--- config.mk ---
export PLATFORM = sky130hd
export DESIGN_NAME = ramp_actual_state_regs
export DESIGN_NICKNAME = d
export VERILOG_FILES = /design/src/verilog/ramp_regs_pkg.sv /design/src/verilog/ramp_actual_state_regs.sv /design/src/verilog/axis_position_counter.sv
export SDC_FILE = /design/constraint.sdc
export NUM_CORES = 1
export LEC_CHECK = 0
export BUFFER_PORTS_ARGS = -buffer_cell sky130_fd_sc_hd__clkbuf_2
export CAP_MARGIN = 10
export CELL_PAD_IN_SITES_DETAIL_PLACEMENT = 0
export CELL_PAD_IN_SITES_GLOBAL_PLACEMENT = 1
export CORE_MARGIN = 2
export CORE_UTILIZATION = 25
export DETAILED_ROUTE_END_ITERATION = 6
export GPL_ROUTABILITY_DRIVEN = 0
export PLACE_DENSITY = 0.5
export SLEW_MARGIN = 40
export SYNTH_ARGS = -nofsm -noshare
export SYNTH_HDL_FRONTEND = slang
export SYNTH_SLANG_ARGS = --single-unit
--- constraint.sdc ---
create_clock -name ref_clk_i -period 5 [get_ports ref_clk_i]
set_clock_uncertainty 0.05 [all_clocks]
set_input_delay 0.5 -clock ref_clk_i [delete_from_list [all_inputs] [get_ports ref_clk_i]]
set_output_delay 0.5 -clock ref_clk_i [all_outputs]
set_load 0.02 [all_outputs]
--- src/verilog/ramp_regs_pkg.sv ---
// Shared constants and types for the axis motion-state register block
package ramp_regs_pkg;

  // Bus geometry
  localparam int DATA_W = 32;
  localparam int ADDR_W = 8;
  localparam int IDX_W = 6;
  localparam int BE_W = 4;
  localparam int LANE_W = 8;

  // Register indices; the byte address is four times the index
  localparam logic [IDX_W-1:0] IDX_POSITION = 6'h18;
  localparam logic [IDX_W-1:0] IDX_VELOCITY = 6'h19;
  localparam logic [IDX_W-1:0] IDX_ACCEL = 6'h1a;
  localparam logic [IDX_W-1:0] IDX_LAUNCH = 6'h1b;

  // Field widths of the documented registers
  localparam int POS_W = 32;
  localparam int VEL_W_DEF = 24;
  localparam int ACC_W_DEF = 24;
  localparam int VST_W_DEF = 18;

  // Reset values and the value read at unmapped addresses
  localparam logic [POS_W-1:0] POSITION_RST = 32'h0000_0000;
  localparam logic [DATA_W-1:0] READ_RST = 32'h0000_0000;
  localparam logic [DATA_W-1:0] UNMAPPED_READ = 32'h0000_0000;

  // Operating modes of the ramp generator
  typedef enum logic [1:0] {
    MODE_POSITION = 2'b00,
    MODE_VEL_POS = 2'b01,
    MODE_VEL_NEG = 2'b10,
    MODE_HOLD = 2'b11
  } motion_mode_t;

endpackage

--- src/verilog/ramp_actual_state_regs.sv ---
// Motion-state registers of one axis behind an Avalon-MM slave
//
// Register access over Avalon-MM was decided locally.
`timescale 1ns/1ns
`default_nettype none
module ramp_actual_state_regs
  import ramp_regs_pkg::*;
#(
  parameter int VEL_W = VEL_W_DEF,
  parameter int ACC_W = ACC_W_DEF,
  parameter int VST_W = VST_W_DEF
)
(
  input wire logic ref_clk_i,
  input wire logic rst_i,
  // Avalon-MM slave
  input wire logic [ADDR_W-1:0] address_i,
  input wire logic read_i,
  input wire logic write_i,
  input wire logic [BE_W-1:0] byteenable_i,
  input wire logic [DATA_W-1:0] writedata_i,
  output logic [DATA_W-1:0] readdata_o,
  output logic waitrequest_o,
  // Ramp generator side
  input wire motion_mode_t mode_i,
  input wire logic [POS_W-1:0] goal_position_i,
  input wire logic ramp_permit_i,
  input wire logic [VEL_W-1:0] ramp_velocity_i,
  input wire logic [ACC_W-1:0] ramp_accel_i,
  input wire logic step_i,
  output logic [POS_W-1:0] present_position_o,
  output logic [VST_W-1:0] launch_velocity_o,
  output logic move_start_o
);

  ////////////////////////////////////////////////////////////////////////////
  // Elaboration checks: fields must leave room in one bus word
  if (VEL_W < 2 || VEL_W >= DATA_W)
  begin : g_bad_vel
    $error("VEL_W out of range");
  end
  if (ACC_W < 1 || ACC_W >= DATA_W)
  begin : g_bad_acc
    $error("ACC_W out of range");
  end
  if (VST_W < 1 || VST_W >= DATA_W)
  begin : g_bad_vst
    $error("VST_W out of range");
  end

  ////////////////////////////////////////////////////////////////////////////
  // Decode helpers
  function automatic logic reg_hit(input logic [ADDR_W-1:0] addr,
                                   input logic [IDX_W-1:0] idx);
    reg_hit = (addr == {idx, 2'b00});
  endfunction

  logic [BE_W*LANE_W-1:0] be_mask;

  // Byte-enable mask, one lane per generate step
  for (genvar lane = 0; lane < BE_W; lane++)
  begin : g_lane
    assign be_mask[lane*LANE_W +: LANE_W] = {LANE_W{byteenable_i[lane]}};
  end

  function automatic logic [DATA_W-1:0] merge_lanes(input logic [DATA_W-1:0] old_val,
                                                    input logic [DATA_W-1:0] new_val,
                                                    input logic [DATA_W-1:0] mask);
    merge_lanes = (old_val & ~mask) | (new_val & mask);
  endfunction

  ////////////////////////////////////////////////////////////////////////////
  // Bus handshake: one wait cycle, then the request is taken
  // Fixed latency keeps the host side simple; every access costs two cycles
  logic wait_r;
  logic [DATA_W-1:0] readdata_r;
  logic req_seen;
  logic wr_take;
  logic rd_take;

  assign req_seen = (read_i || write_i) && wait_r;
  assign wr_take = write_i && !wait_r;
  assign rd_take = read_i && !wait_r;

  always_ff @(posedge ref_clk_i or posedge rst_i)
  begin
    if (rst_i)
    begin
      wait_r <= 1'b1;
    end
    else
    begin
      wait_r <= !req_seen;
    end
  end

  ////////////////////////////////////////////////////////////////////////////
  // Motion state storage
  logic [VEL_W-1:0] velocity_r;
  logic [ACC_W-1:0] accel_r;
  logic [VST_W-1:0] launch_r;
  logic [VST_W-1:0] launch_out_r;
  logic move_start_r;
  logic [POS_W-1:0] position;
  logic [POS_W-1:0] pos_wr_val;
  logic [DATA_W-1:0] launch_wr_val;
  logic pos_load;
  logic launch_load;

  assign pos_load = wr_take && reg_hit(address_i, IDX_POSITION);
  assign launch_load = wr_take && reg_hit(address_i, IDX_LAUNCH);
  assign pos_wr_val = merge_lanes(position, writedata_i, be_mask);
  assign launch_wr_val = merge_lanes({{(DATA_W-VST_W){1'b0}}, launch_r}, writedata_i, be_mask);

  // Direction of each step comes from the velocity sign the ramp reports
  axis_position_counter u_position
  (
    .ref_clk_i(ref_clk_i),
    .rst_i(rst_i),
    .load_i(pos_load),
    .load_val_i(pos_wr_val),
    .step_i(step_i),
    .step_down_i(ramp_velocity_i[VEL_W-1]),
    .position_o(position)
  );

  always_ff @(posedge ref_clk_i or posedge rst_i)
  begin
    if (rst_i)
    begin
      velocity_r <= '0;
    end
    else
    begin
      velocity_r <= ramp_velocity_i;
    end
  end

  always_ff @(posedge ref_clk_i or posedge rst_i)
  begin
    if (rst_i)
    begin
      accel_r <= '0;
    end
    else
    begin
      accel_r <= ramp_accel_i;
    end
  end

  // launch velocity store; upper bits dropped
  always_ff @(posedge ref_clk_i or posedge rst_i)
  begin
    if (rst_i)
    begin
      launch_r <= '0;
    end
    else if (launch_load)
    begin
      launch_r <= launch_wr_val[VST_W-1:0];
    end
  end

  always_ff @(posedge ref_clk_i or posedge rst_i)
  begin
    if (rst_i)
    begin
      launch_out_r <= '0;
    end
    else
    begin
      launch_out_r <= (mode_i == MODE_POSITION) ? launch_r : '0;
    end
  end

  always_ff @(posedge ref_clk_i or posedge rst_i)
  begin
    if (rst_i)
    begin
      move_start_r <= 1'b0;
    end
    else
    begin
      move_start_r <= pos_load && (mode_i == MODE_POSITION) &&
                      (pos_wr_val != goal_position_i) && ramp_permit_i;
    end
  end

  ////////////////////////////////////////////////////////////////////////////
  // Read mux; snapshot taken in the wait cycle so data is stable at the take
  logic [DATA_W-1:0] rd_mux;

  always_comb
  begin
    rd_mux = UNMAPPED_READ;
    if (reg_hit(address_i, IDX_POSITION))
    begin
      rd_mux = position;
    end
    else if (reg_hit(address_i, IDX_VELOCITY))
    begin
      rd_mux = {{(DATA_W-VEL_W){1'b0}}, velocity_r};
    end
    else if (reg_hit(address_i, IDX_ACCEL))
    begin
      rd_mux = {{(DATA_W-ACC_W){1'b0}}, accel_r};
    end
    else if (reg_hit(address_i, IDX_LAUNCH))
    begin
      rd_mux = {{(DATA_W-VST_W){1'b0}}, launch_r};
    end
  end

  always_ff @(posedge ref_clk_i or posedge rst_i)
  begin
    if (rst_i)
    begin
      readdata_r <= READ_RST;
    end
    else if (read_i && wait_r)
    begin
      readdata_r <= rd_mux;
    end
  end

  assign readdata_o = readdata_r;
  assign waitrequest_o = wait_r;
  assign present_position_o = position;
  assign launch_velocity_o = launch_out_r;
  assign move_start_o = move_start_r;
endmodule
`default_nettype wire

--- src/verilog/axis_position_counter.sv ---
// Signed axis position counter, loaded by software and stepped by the ramp
`timescale 1ns/1ns
`default_nettype none
module axis_position_counter
  import ramp_regs_pkg::*;
(
  input wire logic ref_clk_i,
  input wire logic rst_i,
  input wire logic load_i,
  input wire logic [POS_W-1:0] load_val_i,
  input wire logic step_i,
  input wire logic step_down_i,
  output logic [POS_W-1:0] position_o
);

  logic [POS_W-1:0] position_r;
  logic [POS_W-1:0] position_nxt;

  ////////////////////////////////////////////////////////////////////////////
  // A software load in the same cycle as a step wins; the step is dropped
  // because the written value is taken as the new reference point.
  always_comb
  begin
    position_nxt = position_r;
    if (load_i)
    begin
      position_nxt = load_val_i;
    end
    else if (step_i)
    begin
      position_nxt = step_down_i ? position_r - 32'h0000_0001 : position_r + 32'h0000_0001;
    end
  end

  always_ff @(posedge ref_clk_i or posedge rst_i)
  begin
    if (rst_i)
    begin
      position_r <= POSITION_RST;
    end
    else
    begin
      position_r <= position_nxt;
    end
  end

  assign position_o = position_r;
endmodule
`default_nettype wire

==> impl_metrics.yaml, run 1 <==
drt:
  drt_wl_total_mm: 28.11
  vias: 6367
  route.detailed.drc: 0
  drt_iter0_drc: 344
  dr.pass1.iters: 5
  ant_nets: 0
  vias_per_cell: 4.787
  wl_per_cell_um: 21.14
grt:
  grtUsageTotal: 0.1734
  grt_max_degree: 82
  grt_overflow: 0
  grt_pass1_vias: 6703
  grt_pass1_wl_mm: 42.88
  antenna_found_initial: 0
cts:
  tritoncts: "yes"
  cts.clk_slew.worst_paths_ps: 70
  ctsResizeCount: 0
  post_cts_buffers: 0
  cts-root-buf: "clkbuf_16"
  ctsHoldBuffers: 0
  cts_buffers: 17
  ctsLongestPathBuffers: 2
  cts.htree.levels: 4
  clock_sinks: 150
  clock_latency_ps: 420
status:
  outcome: "finished clean"
die:
  start_util: 0.2532
  dieArea_um2: 33230
  rows: 65
  die_h_um: 182.3
  core-area_um2: 31390
  io_pins: 216
  die_w_um: 182.3
logic_synthesis:
  synth_area_leaders: "dfrtp_1 47%, mux4_2 5.1%, mux2i_1 4.9%, xor2_1 4.7%, ha_1 4.7%"
  synth_area_um2: 7948
  ys_types: 63
  synthesis.nets: 863
  ys_seq_elements: 150
  yosysTopAreaCell: "dfrtp_1"
  synthCells: 700
  synthDominantCellAreaShare: 0.4691
  synth_warnings: 0
  yosysMostFrequentCell: "dfrtp_1"
  synth_edf_count: 0
  synth_area_per_cell_um2: 11.35
  synth_top_flop_cell: "dfrtp_1"
  yosysSeqAreaShare: 0.4724
  synth.top_cells.by_count: "149 x dfrtp_1, 51 x nand2_1, 48 x a21oi_1"
  async_flop_share: 1.000
finish:
  layout-drive-gt1-share: 0.3405
  fill_cells: 3260
  n_antenna_cell: 0
  areaGrowthSynthToFinish_pct: 26.51
  fin_util: 0.3203
  multi_input_area_um2: 4055
  regArea_um2: 3755
  nets: 1078
sta:
  max_freq_mhz: 358.7
  setup_tns_ps: 0
  fin_crit_ps: 2788
  drv_slew: 0
  period_share: 0.5575
  hold_viol: 0
  worst_pin_slew_ps: 840.5
  setup_violations: 0
  rsz0062_at_grt: "no"
  max_slew_margin: 0.4354
placed_design:
  dp_hpwl_mm: 21.37
  port_buffers: 215
power_and_ir_drop:
  clockPowerShare: 0.250
  internal-power_mw: 2.890
  p_switching_mw: 2.178
  pwr_density_cell_nw_per_um2: 504.1
  total_power_mw: 5.069
  pwr-share-comb: 0.423
  ir_drop_v: 0.0002335
  p_seq_frac: 0.327
  p_leak_nw: 4.761
  switching_share: 0.4298
worst_setup_path:
  critical_path_class: "input port to flip-flop"
  worstPathMaxFanout: 33
  cp-end-kind: "flip-flop"
  crit_path_start_kind: "input port"
  crit_arrival_ps: 3080
  crit_required_ps: 5290
worst_hold_path:
  hold_class: "input port to asynchronous set/reset pin"
flow_run:
  cap_violations: 0
-- area by class of cell --
type	instances	share of cell area
Multi-Input combinational cell	518	0.4033
Sequential cell	150	0.3734
Timing Repair Buffer	225	0.1147
Tap cell	402	0.05003
Clock buffer	18	0.04368
Clock inverter	14	0.01294
Inverter	3	0.001867
-- final timing paths --
check                                          from                         to  slack [ps]  depth (start not counted)
hold reg to reg                       waitrequest_o              waitrequest_o         440                          1
setup reg to reg           u_position.position_o[0]  u_position.position_o[30]        2240                          9
setup / recovery                ramp_velocity_i[23]  u_position.position_o[30]        2210                         10
min in group ref_clk_i              ramp_accel_i[4]                 accel_r[4]         120                          1
max in group asynchronous                     rst_i             velocity_r[18]        3830                          3
hold / removal                                rst_i       launch_velocity_o[2]         100                          2
-- metrics by stage --
| step | area [µm²] | hold slack (ps) | setup WS [ps] | std cells |
|---|---|---|---|---|
| 2_1_floorplan | 7948 | 415.1 | 415.3 | 700 |
| 3_3_place_gp | 9480 | 419.0 | 1509 | 1298 |
| 3_5_place_dp | 9483 | 427.4 | 1771 | 1298 |
| 4_1_cts | 10050 | 104.6 | 2217 | 1330 |
| 5_1_grt | 10050 | 100.6 | 2060 | 1330 |
| 6_report | 10050 | 103.9 | 2212 | 1330 |
-- critical path: stages --
cell and delay [ps]:
clkbuf_4 320, fa_1 540, a21o_1 210, a221o_2 410, o211ai_2 250, o21ai_1 180, a21oi_2 240, o2111ai_1 150
o41a_1 130, o211ai_1 90
-- cells by family after synthesis --
logic type,Yosys count,share of synthesized area
xor gates and xnor gates,58,0.06392
buffers and inverters,32,0.01763
AOI/OAI and AO/OA,177,0.1544
adders and majority gates,31,0.04975
and+or+nand+nor,176,0.1148
muxes,76,0.1270
DFF,150,0.4725
-- routing by layer --
metal	track usage	routed length, µm	part of all wire
met5	0	0	0
met4	0.03710	259	0.0092
met3	0.03353	1247	0.044
met2	0.2779	13150	0.47
met1	0.2434	13450	0.48
-- power by group through the flow --
stage / clock, mW / sequential [mW] / combinational, mW
final: 1.27 / 1.66 / 2.14
after floorplan: 0 / 1.69 / 1.41
after detailed placement: 0 / 1.69 / 2.15
after global placement: 0 / 1.69 / 2.17
after global routing: 1.37 / 1.69 / 2.38
after CTS: 1.31 / 1.67 / 2.17
-- layout by cell type, fill, tap and decap left out, types with 3 or more instances in the layout --
master	n
a211oi_1	4
a21o_1	7
a21oi_1	48
a21oi_2	3
a22o_1	32
a22oi_1	5
a31oi_1	3
and2_1	20
buf_4	10
clkbuf_16	17
clkbuf_2	214
dfrtp_1	149
ha_1	30
inv_6	8
inv_8	3
mux2_2	19
mux2i_1	39
mux4_2	18
nand2_1	51
nand3_1	13
nand4_1	17
nor2_1	39
nor2b_1	10
nor3_1	5
nor4_1	3
nor4_2	4
o21ai_0	25
o21ai_1	7
o21ai_2	3
o22ai_1	18
xnor2_1	15
xor2_1	43
Power figures use the tool's default switching activity.
==> inputs of run 2 (changes only) <==
- PLACE_DENSITY: 0.5 -> 0.52
- clock period: 5 -> 2.3 ns (I/O delays scaled with it)
==> run 2 against run 1 <==
  * The flow now finishes with violations (negative setup slack)
  * Register-to-register slack worse by 2400 ps
  * Hold slack got worse by 84 ps
  * Clock-buffer cell count up 1
  * Non-clock buffer count grew 206
  * Power rose to 2.7 times the previous value
==> impl_metrics.yaml, run 2 (synthesis gave the netlist of run 1 again) <==
drt:
  drt_wl_total_mm: 29.93
  drt_iter0_drc: 368
  route.detailed.drc: 0
  wl_per_cell_um: 19.47
  dr.pass1.iters: 4
  vias_per_cell: 4.651
  vias: 7149
  ant_nets: 0
cts:
  ctsLongestPathBuffers: 2
  tritoncts: "yes"
  cts.htree.levels: 4
  cts.clk_slew.worst_paths_ps: 70
  clock_sinks: 150
  clock_latency_ps: 450
  cts_buffers: 17
  cts-root-buf: "clkbuf_16"
sta:
  max_slew_margin: 0.5686
  worst_pin_slew_ps: 645.7
  hold_viol: 0
  rsz0062_at_grt: "yes"
  max_freq_mhz: 413.2
  drv_slew: 0
  finalWorstSetupSlack_ps: -120.4
  setup_violations: 12
  period_share: 1.052
  fin_crit_ps: 2420
  setup_tns_ps: -646.5
grt:
  antenna_found_initial: 1
  grt_overflow: 0
  grt_pass1_wl_mm: 45.73
  grtUsageTotal: 0.1848
  grt_pass1_vias: 7609
  grt_max_degree: 43
finish:
  fin_cells: 1537
  areaGrowthSynthToFinish_pct: 52.99
  stdcell_area_um2: 12160
  layout_commonest_cell: "clkbuf_2"
  nets: 1284
  mostFrequentLayoutCells: "215 x clkbuf_2, 155 x buf_4, 145 x dfrtp_1"
  layout-drive-gt1-share: 0.4471
die:
  dieArea_um2: 33230
  io_pins: 216
  die_h_um: 182.3
  core-area_um2: 31390
  rows: 65
  die_w_um: 182.3
  start_util: 0.2532
worst_hold_path:
  hold_class: "input port to flip-flop"
  hold-path-cell-count: 2
placed_design:
  dp.cells: 1446
  dpl-instance-area_um2: 10720
  port_buffers: 215
  dp_hpwl_mm: 22.95
worst_setup_path:
  r2r_cells: 10
  critical_path_class: "flip-flop to flip-flop"
  worstPathMaxFanout: 4
  crit_path_start_kind: "flip-flop"
  crit_arrival_ps: 2750
  crit_required_ps: 2630
  cp-end-kind: "flip-flop"
power_and_ir_drop:
  ir_drop_v: 0.0006130
  p_leak_nw: 5.815
  pwr_density_cell_nw_per_um2: 1123
  total_power_mw: 13.66
flow_run:
  cap_violations: 0
status:
  outcome: "complete, but fails checks"
  violations: "negative setup slack"
-- run 2: cell types whose count changed in the layout (fill, tap and decap cells not counted), sizes merged --
cell and change:
dlygate4sd3 +52, clkinvlp +1, diode +1, clkbuf +1
clkinv +1, bufinv +3, inv -6, buf +154
-- run 2: worst max-delay path: stages, from the launching register on --
cell	delay [ps]
dfrtp_2	430
ha_4	230
a21o_1	160
a31o_1	220
o21ai_4	200
buf_4	150
a41oi_4	120
a31oi_4	190
a31oi_1	130
or4_1	400
nand3_1	90
-- run 2: metal layers --
layer  track usage  vias up  part of all wire
met4       0.04710        0             0.014
met3       0.05528       22             0.063
met2        0.3023      194              0.47
li1              -     3451                 -
met1        0.2392     3482              0.45
met5             0        -                 0
-- run 2: timing repair --
| action | 4_1_cts | 5_1_grt |
|---|---|---|
| hold buffers | 52 | 0 |
| endpoints found under the setup margin | 16 | 18 |
| resized for setup | 27 | 19 |
| pin swaps | 15 | 22 |
| setup buffers | 2 | 5 |
| hold endpoints to repair | 70 | 0 |
-- run 2: layout make-up --
class	instances	area (µm²)
Tap cell	402	503.0
Antenna cell	1	2.502
Sequential cell	150	3760
Multi-Input combinational cell	518	4353
Clock inverter	13	168.9
Inverter	3	15.01
Clock buffer	19	442.9
Fill cell	3165	19230
Timing Repair Buffer	431	2914
-- run 2: report_power, final --
part | total [mW] | internal (mW) | switching, mW
sequential | 3.24 | 2.99 | 0.253
combinational | 7.40 | 3.57 | 3.83
clock | 3.02 | 1.75 | 1.27
-- run 2: worst paths after layout --
check                                         start                          to  slack, ps
setup / recovery           u_position.position_o[4]   u_position.position_o[31]       -120
hold / removal                       writedata_i[8]                   flip-flop         20
setup reg to reg           u_position.position_o[4]   u_position.position_o[31]       -120
hold reg to reg                           flip-flop        launch_velocity_o[8]        450
max in group asynchronous                     rst_i    u_position.position_o[8]       1120
min in group asynchronous                     rst_i  asynchronous set/reset pin        370
-- run 2: stage by stage --
step	hold slack (ps)	utilization	worst slack, ps
floorplan	211.4	-	-54.21
global placement	287.7	0.3414	-297.6
detailed placement	289.6	0.3414	-361.9
CTS	1.601	0.3828	-119.8
global route	9.539	0.3872	-232.2
finish	20.34	0.3873	-120.4
